File: src/rtl/evt_irq_pkg.sv
`default_nettype none
package evt_irq_pkg;
	localparam int          ADDR_W          = 12;
	localparam int          DATA_W          = 32;
	localparam int          FILL_W          = 5;
	localparam int          SEL_W           = 3;
	localparam int          NUM_EVT         = 7;
	localparam logic [11:0] OFF_TRIG_SEL    = 12'h034;
	localparam logic [11:0] OFF_MASK        = 12'h038;
	localparam logic [11:0] OFF_RAW         = 12'h03C;
	localparam logic [11:0] OFF_MASKED      = 12'h040;
	localparam logic [11:0] OFF_CLEAR       = 12'h044;
	localparam int          EVT_LSB         = 4;
	localparam int          EVT_MSB         = 10;
	localparam int          BIT_OVERRUN     = 10;
	localparam int          BIT_BREAK       = 9;
	localparam int          BIT_PARITY      = 8;
	localparam int          BIT_FRAME       = 7;
	localparam int          BIT_RX_TIMEOUT  = 6;
	localparam int          BIT_TX_LEVEL    = 5;
	localparam int          BIT_RX_LEVEL    = 4;
	localparam logic [3:0]  RAW_LOW_RESET   = 4'hF;
	localparam logic [2:0]  TRIG_SEL_RESET  = 3'h2;
	localparam int          TRIG_TX_LSB     = 0;
	localparam int          TRIG_RX_LSB     = 3;
	localparam int          TRIG_FIELD_W    = 6;

	typedef enum logic [1:0] {
		APB_IDLE   = 2'b00,
		APB_SETUP  = 2'b01,
		APB_ACCESS = 2'b11
	} apb_phase_t;

	// Trigger point in entries for a select code, 16-entry FIFO
	function automatic logic [FILL_W-1:0] trig_level(input logic [SEL_W-1:0] sel);
		case (sel)
			3'h0:    trig_level = 5'h02;
			3'h1:    trig_level = 5'h04;
			3'h2:    trig_level = 5'h08;
			3'h3:    trig_level = 5'h0C;
			3'h4:    trig_level = 5'h0E;
			default: trig_level = 5'h08;
		endcase
	endfunction : trig_level
endpackage : evt_irq_pkg
`default_nettype wire

File: src/rtl/level_cross_det.sv
`default_nettype none
module level_cross_det
	import evt_irq_pkg::*;
(
	input  wire logic              clk,
	input  wire logic              rst_b,
	input  wire logic              ce,
	input  wire logic [FILL_W-1:0] fill,
	input  wire logic [SEL_W-1:0]  sel,
	input  wire logic              rising,
	output logic                   hit
);
	logic [FILL_W-1:0] prev_r;
	logic [FILL_W-1:0] lvl;

	assign lvl = trig_level(sel);

	always_comb begin
		if (rising) begin
			hit = (prev_r < lvl) && (fill >= lvl);
		end else begin
			hit = (prev_r > lvl) && (fill <= lvl);
		end
	end

	always_ff @(posedge clk) begin
		if (!rst_b) begin
			prev_r <= '0;
		end else if (ce) begin
			prev_r <= fill;
		end
	end
endmodule : level_cross_det
`default_nettype wire

File: src/rtl/evt_irq_ctrl.sv
//Functional notes
// - Raw status read shows unmasked source state; writes change nothing.
// - Raw bits overrun 10 down to rx level 4, reset zero.
// - Raw bits 3:0 read-only, read as all ones.
// - Masked status read shows masked state; writes change nothing.
// - Masked bits at same positions, reset zero, bits 3:0 read zero.
// - Writing one to clear bit clears raw and masked state.
// - Writing zero to a clear bit leaves that state alone.
// - Clear bits overrun 10 down to rx level 4, write-one-to-clear.
// - Masked bit equals raw bit AND its mask bit.
// - Tx and rx level bits set on passing the trigger level.
//
// Design decision made here: the APB register port.
`default_nettype none
module evt_irq_ctrl
	import evt_irq_pkg::*;
(
	input  wire logic              CORE_CLK,
	input  wire logic              RST_B,
	input  wire logic              CLK_EN,
	input  wire logic              PSEL,
	input  wire logic              PENABLE,
	input  wire logic              PWRITE,
	input  wire logic [ADDR_W-1:0] PADDR,
	input  wire logic [DATA_W-1:0] PWDATA,
	output logic      [DATA_W-1:0] PRDATA,
	output logic                   PREADY,
	output logic                   PSLVERR,
	input  wire logic              OVERRUN_EVT,
	input  wire logic              LINE_BREAK_EVT,
	input  wire logic              PARITY_FAULT_EVT,
	input  wire logic              FRAME_FAULT_EVT,
	input  wire logic              RX_TIMEOUT_EVT,
	input  wire logic [FILL_W-1:0] TX_FILL,
	input  wire logic [FILL_W-1:0] RX_FILL,
	output logic                   UART_IRQ
);
	//--------------------------------------------------------------
	// Bus decode
	//--------------------------------------------------------------
	logic                    access;
	logic                    wr_en;
	logic                    rd_en;
	logic                    mapped;
	logic [NUM_EVT-1:0]      raw_r;
	logic [NUM_EVT-1:0]      raw_nxt;
	logic [NUM_EVT-1:0]      mask_r;
	logic [NUM_EVT-1:0]      mask_nxt;
	logic [TRIG_FIELD_W-1:0] trig_r;
	logic [NUM_EVT-1:0]      set_vec;
	logic [NUM_EVT-1:0]      clr_vec;
	logic [NUM_EVT-1:0]      masked;
	logic                    tx_hit;
	logic                    rx_hit;
	logic [DATA_W-1:0]       rd_val;
	logic                    ready_r;

	assign access = PSEL && PENABLE && !ready_r && CLK_EN;
	assign wr_en  = access && PWRITE;
	assign rd_en  = access && !PWRITE;
	assign mapped = (PADDR == OFF_TRIG_SEL) || (PADDR == OFF_MASK) || (PADDR == OFF_RAW)
		|| (PADDR == OFF_MASKED) || (PADDR == OFF_CLEAR);

	//--------------------------------------------------------------
	// Level crossing
	//--------------------------------------------------------------
	level_cross_det u_tx_det (
		.clk    (CORE_CLK),
		.rst_b  (RST_B),
		.ce     (CLK_EN),
		.fill   (TX_FILL),
		.sel    (trig_r[TRIG_TX_LSB +: SEL_W]),
		.rising (1'b0),
		.hit    (tx_hit)
	);

	level_cross_det u_rx_det (
		.clk    (CORE_CLK),
		.rst_b  (RST_B),
		.ce     (CLK_EN),
		.fill   (RX_FILL),
		.sel    (trig_r[TRIG_RX_LSB +: SEL_W]),
		.rising (1'b1),
		.hit    (rx_hit)
	);

	//--------------------------------------------------------------
	// Event status
	//--------------------------------------------------------------
	// bit order from overrun down to rx level
	assign set_vec = {OVERRUN_EVT, LINE_BREAK_EVT, PARITY_FAULT_EVT, FRAME_FAULT_EVT,
		RX_TIMEOUT_EVT, tx_hit, rx_hit};

	// write-one clears, zero keeps, clear field
	assign clr_vec = (wr_en && PADDR == OFF_CLEAR) ? PWDATA[EVT_MSB:EVT_LSB] : '0;

	// Set wins over a simultaneous clear
	assign raw_nxt = (raw_r & ~clr_vec) | set_vec;

	assign masked = raw_r & mask_r;

	// Mask next value, also feeds the irq flop
	assign mask_nxt = (wr_en && PADDR == OFF_MASK) ? PWDATA[EVT_MSB:EVT_LSB] : mask_r;

	always_ff @(posedge CORE_CLK) begin
		if (!RST_B) begin
			raw_r <= '0;
		end else if (CLK_EN) begin
			raw_r <= raw_nxt;
		end
	end

	always_ff @(posedge CORE_CLK) begin
		if (!RST_B) begin
			mask_r <= '0;
		end else if (CLK_EN) begin
			mask_r <= mask_nxt;
		end
	end

	always_ff @(posedge CORE_CLK) begin
		if (!RST_B) begin
			trig_r <= {TRIG_SEL_RESET, TRIG_SEL_RESET};
		end else if (wr_en && PADDR == OFF_TRIG_SEL) begin
			trig_r <= PWDATA[TRIG_FIELD_W-1:0];
		end
	end

	//--------------------------------------------------------------
	// Read mux
	//--------------------------------------------------------------
	// raw view, low nibble ones, masked view
	always_comb begin
		rd_val = '0;
		case (PADDR)
			OFF_TRIG_SEL: rd_val[TRIG_FIELD_W-1:0] = trig_r;
			OFF_MASK:     rd_val[EVT_MSB:EVT_LSB] = mask_r;
			OFF_RAW: begin
				rd_val[EVT_MSB:EVT_LSB] = raw_r;
				rd_val[EVT_LSB-1:0]     = RAW_LOW_RESET;
			end
			OFF_MASKED:   rd_val[EVT_MSB:EVT_LSB] = masked;
			default:      rd_val = '0;
		endcase
	end

	always_ff @(posedge CORE_CLK) begin
		if (!RST_B) begin
			ready_r <= 1'b0;
			PREADY  <= 1'b0;
			PSLVERR <= 1'b0;
			PRDATA  <= '0;
		end else if (CLK_EN) begin
			ready_r <= access;
			PREADY  <= access;
			PSLVERR <= access && !mapped;
			if (rd_en) begin
				PRDATA <= rd_val;
			end
		end
	end

	always_ff @(posedge CORE_CLK) begin
		if (!RST_B) begin
			UART_IRQ <= 1'b0;
		end else if (CLK_EN) begin
			UART_IRQ <= |(raw_nxt & mask_nxt);
		end
	end
endmodule : evt_irq_ctrl
`default_nettype wire

File: config.mk
export PLATFORM = sky130hd
export DESIGN_NAME = evt_irq_ctrl
export DESIGN_NICKNAME = d
export VERILOG_FILES = /design/src/rtl/evt_irq_pkg.sv /design/src/rtl/level_cross_det.sv /design/src/rtl/evt_irq_ctrl.sv
export SDC_FILE = /design/constraint.sdc
export NUM_CORES = 1
export LEC_CHECK = 0
export BUFFER_PORTS_ARGS = -buffer_cell sky130_fd_sc_hd__buf_4
export CAP_MARGIN = 10
export CELL_PAD_IN_SITES_DETAIL_PLACEMENT = 0
export CELL_PAD_IN_SITES_GLOBAL_PLACEMENT = 2
export CORE_MARGIN = 4
export CORE_UTILIZATION = 28
export CTS_CLUSTER_DIAMETER = 80
export DETAILED_ROUTE_END_ITERATION = 10
export PLACE_DENSITY = 0.86
export SLEW_MARGIN = 20
export SYNTH_ARGS = -nofsm -noshare
export SYNTH_HDL_FRONTEND = slang
export SYNTH_HIERARCHICAL = 1
export SYNTH_SLANG_ARGS = --single-unit
File: constraint.sdc
create_clock -name CORE_CLK -period 2.9 [get_ports CORE_CLK]
set_input_delay 0 -clock CORE_CLK [delete_from_list [all_inputs] [get_ports CORE_CLK]]
set_output_delay 0 -clock CORE_CLK [all_outputs]
set_load 0.005 [all_outputs]
# [After elaboration in Yosys (flattened, before gate mapping)]
# Index checks and enable logic that the tools add are counted.
[totals] ramBits=0 in_bits=65 regBits=44 latch_bits=0 word_cells=58 output_inout_bits=35 n_memories=0 romBits=0
[classes] add_sub_neg=0 mul=0 n_eq_ne=11 bitwise_logic=5 n_lt_le_gt_ge=4 n_mux=7 shift=0 n_div=0 n_reduce_logical=22
[ops] cell="12-bit by 6-bit equality test with 1-bit output (second input constant)" n=3
[ops] cell="4-bit case mux with 4 select lines" n=2
[ops] cell="12-bit by 7-bit equality test with 1-bit output (second input constant)" n=2
[ops] cell="7-bit bitwise AND" n=3
[ops] cell="5-bit case mux with 3 select lines" n=1
[ops] cell="7-bit 2-to-1 mux" n=2
[ops] cell="1-bit logical AND" n=11
[ops] cell="2-bit case mux with 4 select lines" n=1
[ops] cell="4-bit case mux with 2 select lines" n=1
[ops] cell="7-bit inverter" n=1
[ops] cell="7-bit bitwise OR" n=1
[ops] cell="7-bit OR reduction" n=1
[ops] cell="3-bit by 1-bit equality test with 1-bit output (second input constant)" n=2
[ops] cell="3-bit by 2-bit equality test with 1-bit output (second input constant)" n=2
[ops] cell="3-bit equality test (second input constant)" n=2
[ops] cell="3-bit logical NOT" n=2
[ops] cell="5-bit by 4-bit >= comparator with 1-bit output" n=1
[ops] cell="5-bit by 4-bit > comparator with 1-bit output" n=1
[ops] cell="5-bit by 4-bit less-or-equal comparator with 1-bit output" n=1
[ops] cell="5-bit by 4-bit < comparator with 1-bit output" n=1
[ops] cell="1-bit logical OR" n=4
[ops] cell="1-bit logical NOT" n=3
[ops] cell="2-bit AND reduction" n=1

# [Depth between registers and ports, before layout]
[logic_depth] word_depth=11 ltp_mapped=11 depth_no_buf=11

# [Modules after synthesis]
# The synthesis kept the hierarchy.
[modules_own_cells] module="evt_irq_ctrl" area_per_inst_um2=1824.2 cells_each=209 seq_area_each_um2=680.7 n_inst=1
[modules_own_cells] module="level_cross_det" area_per_inst_um2=395.4 cells_each=39 seq_area_each_um2=100.1 n_inst=2

# [Worst setup path before layout]
# No wires, ideal clock.
[synth_timing] path_kind="register -> register" startpoint="register trig_r[1]" endpoint="register UART_IRQ" n_path_buf=0 path_slack_ns=0.627 t_arrival_ns=2.152 period_less_slack_ns=2.273 path_stages_with_launch=12 cell_sequence="dfxtp_1 > nor2_1 > mux2i_1 > ha_1 > and3b_4 > a2111oi_4 > a41o_1 > o31ai_2 > nand2b_1 > o32ai_1 > o32a_1 > a31oi_1"
[synth_via] elab_chain_cells=7
[synth_lines] item="from (decl)" line_no="evt_irq_ctrl.sv:49" source="logic [TRIG_FIELD_W-1:0] trig_r;"
[synth_lines] item="from (signal assigned)" line_no="evt_irq_ctrl.sv:123" source="trig_r <= {TRIG_SEL_RESET, TRIG_SEL_RESET};"
[synth_lines] item="from (signal assigned)" line_no="evt_irq_ctrl.sv:125" source="trig_r <= PWDATA[TRIG_FIELD_W-1:0];"
[synth_lines] item="3-bit equality test, or another cell as far along" line_no="evt_irq_pkg.sv:36" source="case (sel)"
[synth_lines] item="4-bit case mux with 4 select lines *" line_no="evt_irq_pkg.sv:36"
[synth_lines] item="5-bit by 4-bit > comparator with 1-bit output or 5-bit by 4-bit less-or-equal comparator with 1-bit output (tied branches)" line_no="level_cross_det.sv:22" source="hit = (prev_r > lvl) && (fill <= lvl);"
[synth_lines] item="1-bit logical AND *" line_no="level_cross_det.sv:22"
[synth_lines] item="net tx_hit" line_no="evt_irq_ctrl.sv:53" source="logic tx_hit;"
[synth_lines] item="7-bit bitwise OR *" line_no="evt_irq_ctrl.sv:98" source="assign raw_nxt = (raw_r & ~clr_vec) | set_vec;"
[synth_lines] item="7-bit bitwise AND *" line_no="evt_irq_ctrl.sv:167" source="UART_IRQ <= |(raw_nxt & mask_nxt);"
[synth_lines] item="7-bit OR reduction *" line_no="evt_irq_ctrl.sv:167"
[synth_lines] item="to (signal assigned)" line_no="evt_irq_ctrl.sv:167"
[synth_lines] item="to (decl)" line_no="evt_irq_ctrl.sv:36" source="output logic UART_IRQ"
# Mark *: on every way through the listed nets, which the timed path passes. The rest lies on a longest branch.
# A chain may end at the register's enable or synchronous reset.

# [Worst setup path after layout]
# Same ends and word-level chain as after synthesis.

==> flow_summary.ini <==
[worst_setup_path]
cp.required_ps = 3090
crit_arrival_ps = 2790
slowest_delay_ps = 390
cp_slowest_cell = dfxtp_1
crit_chain = nor2_1 > mux2i_1 > ha_1 > and3b_4 > a2111oi_4 > a41o_1 > o31ai_2 > nand2b_1 > o32ai_1 > o32a_1 > a31oi_1
cp-end-kind = flip-flop
r2r_cells = 11
start_kind = flip-flop
cp_max_fo = 4
rrSetupSlack_ps = 300
critPathKind = flip-flop to flip-flop

[floorplan]
die_h_um = 105
ios = 100
initial_core_util_pct = 28.6
design.die.area_mm2 = 0.0109
coreArea_mm2 = 0.00915
rows = 35
fp.dieW_um = 105

[routing]
drc_errors = 0
drt_first_pass_iters = 4
dr_wl_met2_mm = 3.30
vias = 2362
vias_per_cell = 4.83
wl_met1_mm = 3.15
ant_nets = 0
top_layer_used = met4
wl_per_cell_um = 14.1
totalWireLength_mm = 6.90
wl_met3_um = 329
drtIter0Drc = 94

[clocking]
path_clk_slew_ps = 80
clk_path_buf_depth = 2
numCtsBuffers = 5
cts-root-buf = clkbuf_8
cts_tree = yes
insertion_delay_ps = 290
cts_num_sinks = 44
post_cts_buffers = 0
ctsHtreeMaxLevel = 2

[timing]
hold_viol = 0
tns_ps = 0
period_minus_slack_ps = 2600
max_slew_margin_pct = 59.6
layout_setup_ws_ps = 302
whs_ps = 46.8
fmax_mhz = 385
drv_slew = 0
fin_worst_skew_ps = 5.34
final-setup-viol-count = 0
finalCritPeriodShare_pct = 89.6
rsz0062_at_grt = no
tightest_slew_ps = 602

[logic_synthesis]
syn_area_mm2 = 0.00262
ys_async_sr_fraction_pct = 0
synth-edff-count = 0
syn_avg_cell_area_um2 = 9.11
ys_ff_latch = 44
ys_warn_count = 6
synth_ff_type = dfxtp_1
synthCells = 287
synth_cell_types = 50
ys_seq_area_share_pct = 33.7

[job]
cap_violations = 0

[placed_design]
place_congestion = 0.787
portBuffers = 57
dp_hpwl_mm = 5.14
place_inst = 453
dpl_worst_slack_ps = 321

[hold_path]
min_path_cells = 3
hold_path_class = input port to flip-flop

[finish]
multi_input_area_mm2 = 0.00158
n_antenna_cell = 0
fillers = 928
drive_gt1_share_pct = 22.5
fin_cells = 489
ff_latch_area_um2 = 881
syn_to_final_growth_pct = 32.4
layout.nets = 454

[global_routing]
grt_max_degree = 26
grt_usage_pct = 12.8
antenna_found_initial = 0
grt_pass1_vias = 2317
grt_pass1_wl_mm = 11.4
overflow = 0

[power]
peakVddDrop_uv = 162
p_total_uw = 1260
power.density_mw_per_mm2 = 365
leakagePower_uw = 0.00148

[outcome]
status = finished, final reports clean
==> power by group <==
group	switching [uW]	internal, uW	leakage [uW]
clock	205	195	0.0000455
sequential	15.7	626	0.000359
combinational	99.8	123	0.00107
==> layer usage <==
layer / vias to the layer above / global-route usage, %
li1: 1179 / -
met1: 1110 / 16.8
met2: 64 / 20.9
met3: 9 / 2.59
met4: 0 / 4.40
met5: - / 0
==> worst paths after layout <==
check                                             start                 endpoint
worst min register to register  PRDATA[10]$_SDFFE_PN0P_  PRDATA[10]$_SDFFE_PN0P_
worst min-delay path                              RST_B     ready_r$_SDFFE_PN0P_
worst max-delay path             trig_r[1]$_SDFFE_PN1P_    UART_IRQ$_SDFFE_PN0P_
worst max register to register   trig_r[1]$_SDFFE_PN1P_    UART_IRQ$_SDFFE_PN0P_
==> logic make-up (layout without fill, tap and decap cells) <==
kind of cell	after synthesis	in the layout	share of synthesized area (%)
and+or+nand+nor	103	103	22.6
AOI/OAI and AO/OA	65	65	19.6
DFF	44	44	33.7
buffers and inverters	38	106	9.28
muxes	23	23	8.80
adders and majority gates	12	12	5.74
other	2	25	0.287
==> layout make-up <==
type / count / area share (%)
Clock buffer: 8 / 2.60
Tap cell: 111 / 4.01
Multi-Input combinational cell: 228 / 45.6
Timing Repair Buffer: 90 / 21.5
Sequential cell: 44 / 25.4
Inverter: 8 / 0.867
==> synth_stat cells, types with 6 or more instances <==
master / instances / area share [%]
o21ai_0: 10 / 1.9
mux2i_1: 23 / 8.8
nor2_1: 42 / 6.0
nor2b_1: 12 / 2.9
nand2_1: 15 / 2.2
a21oi_1: 14 / 2.7
inv_1: 7 / 1.0
buf_4: 21 / 6.0
ha_1: 12 / 5.7
a22oi_1: 8 / 2.3
clkbuf_1: 6 / 0.86
dfxtp_1: 44 / 34
==> registers in the layout, indices dropped and copies added, names as in the netlist <==
name,count
PRDATA,11
mask_r,7
raw_r,7
trig_r,6
u_rx_det/prev_r,5
u_tx_det/prev_r,5
PSLVERR,1
UART_IRQ,1
ready_r,1
==> metrics by stage <==
step / utilization, % / cell area (um2)
floorplan: - / 2700
global placement: 33.8 / 3090
detailed placement: 33.8 / 3090
CTS: 37.8 / 3460
global route: 37.8 / 3460
finish: 37.8 / 3460
==> critical path: cells and delay by family, from the launching register on <==
family          cells  cell delay, ps
compound gates      6            1130
fa+ha+maj           1             300
flops               1             390
mux                 1             240
simple gates        3             430
==> timing repair <==
| action | 4_1_cts | 5_1_grt |
|---|---|---|
| resized for setup | 0 | 0 |
| hold buffers | 28 | 0 |
| setup endpoints to repair | 0 | 0 |
| hold endpoints to repair | 27 | 0 |
==> cell usage in the layout, fill, tap and decap left out, types with 6 or more instances in the layout <==
master,instances
nor2b_1,12
clkbuf_8,6
inv_1,7
dlygate4sd3_1,28
mux2i_1,23
nand2_1,15
conb_1,25
buf_4,62
ha_1,12
o21ai_0,10
a22oi_1,8
nor2_1,42
dfxtp_1,44
a21oi_1,14
(Power assumes the default switching activity.)
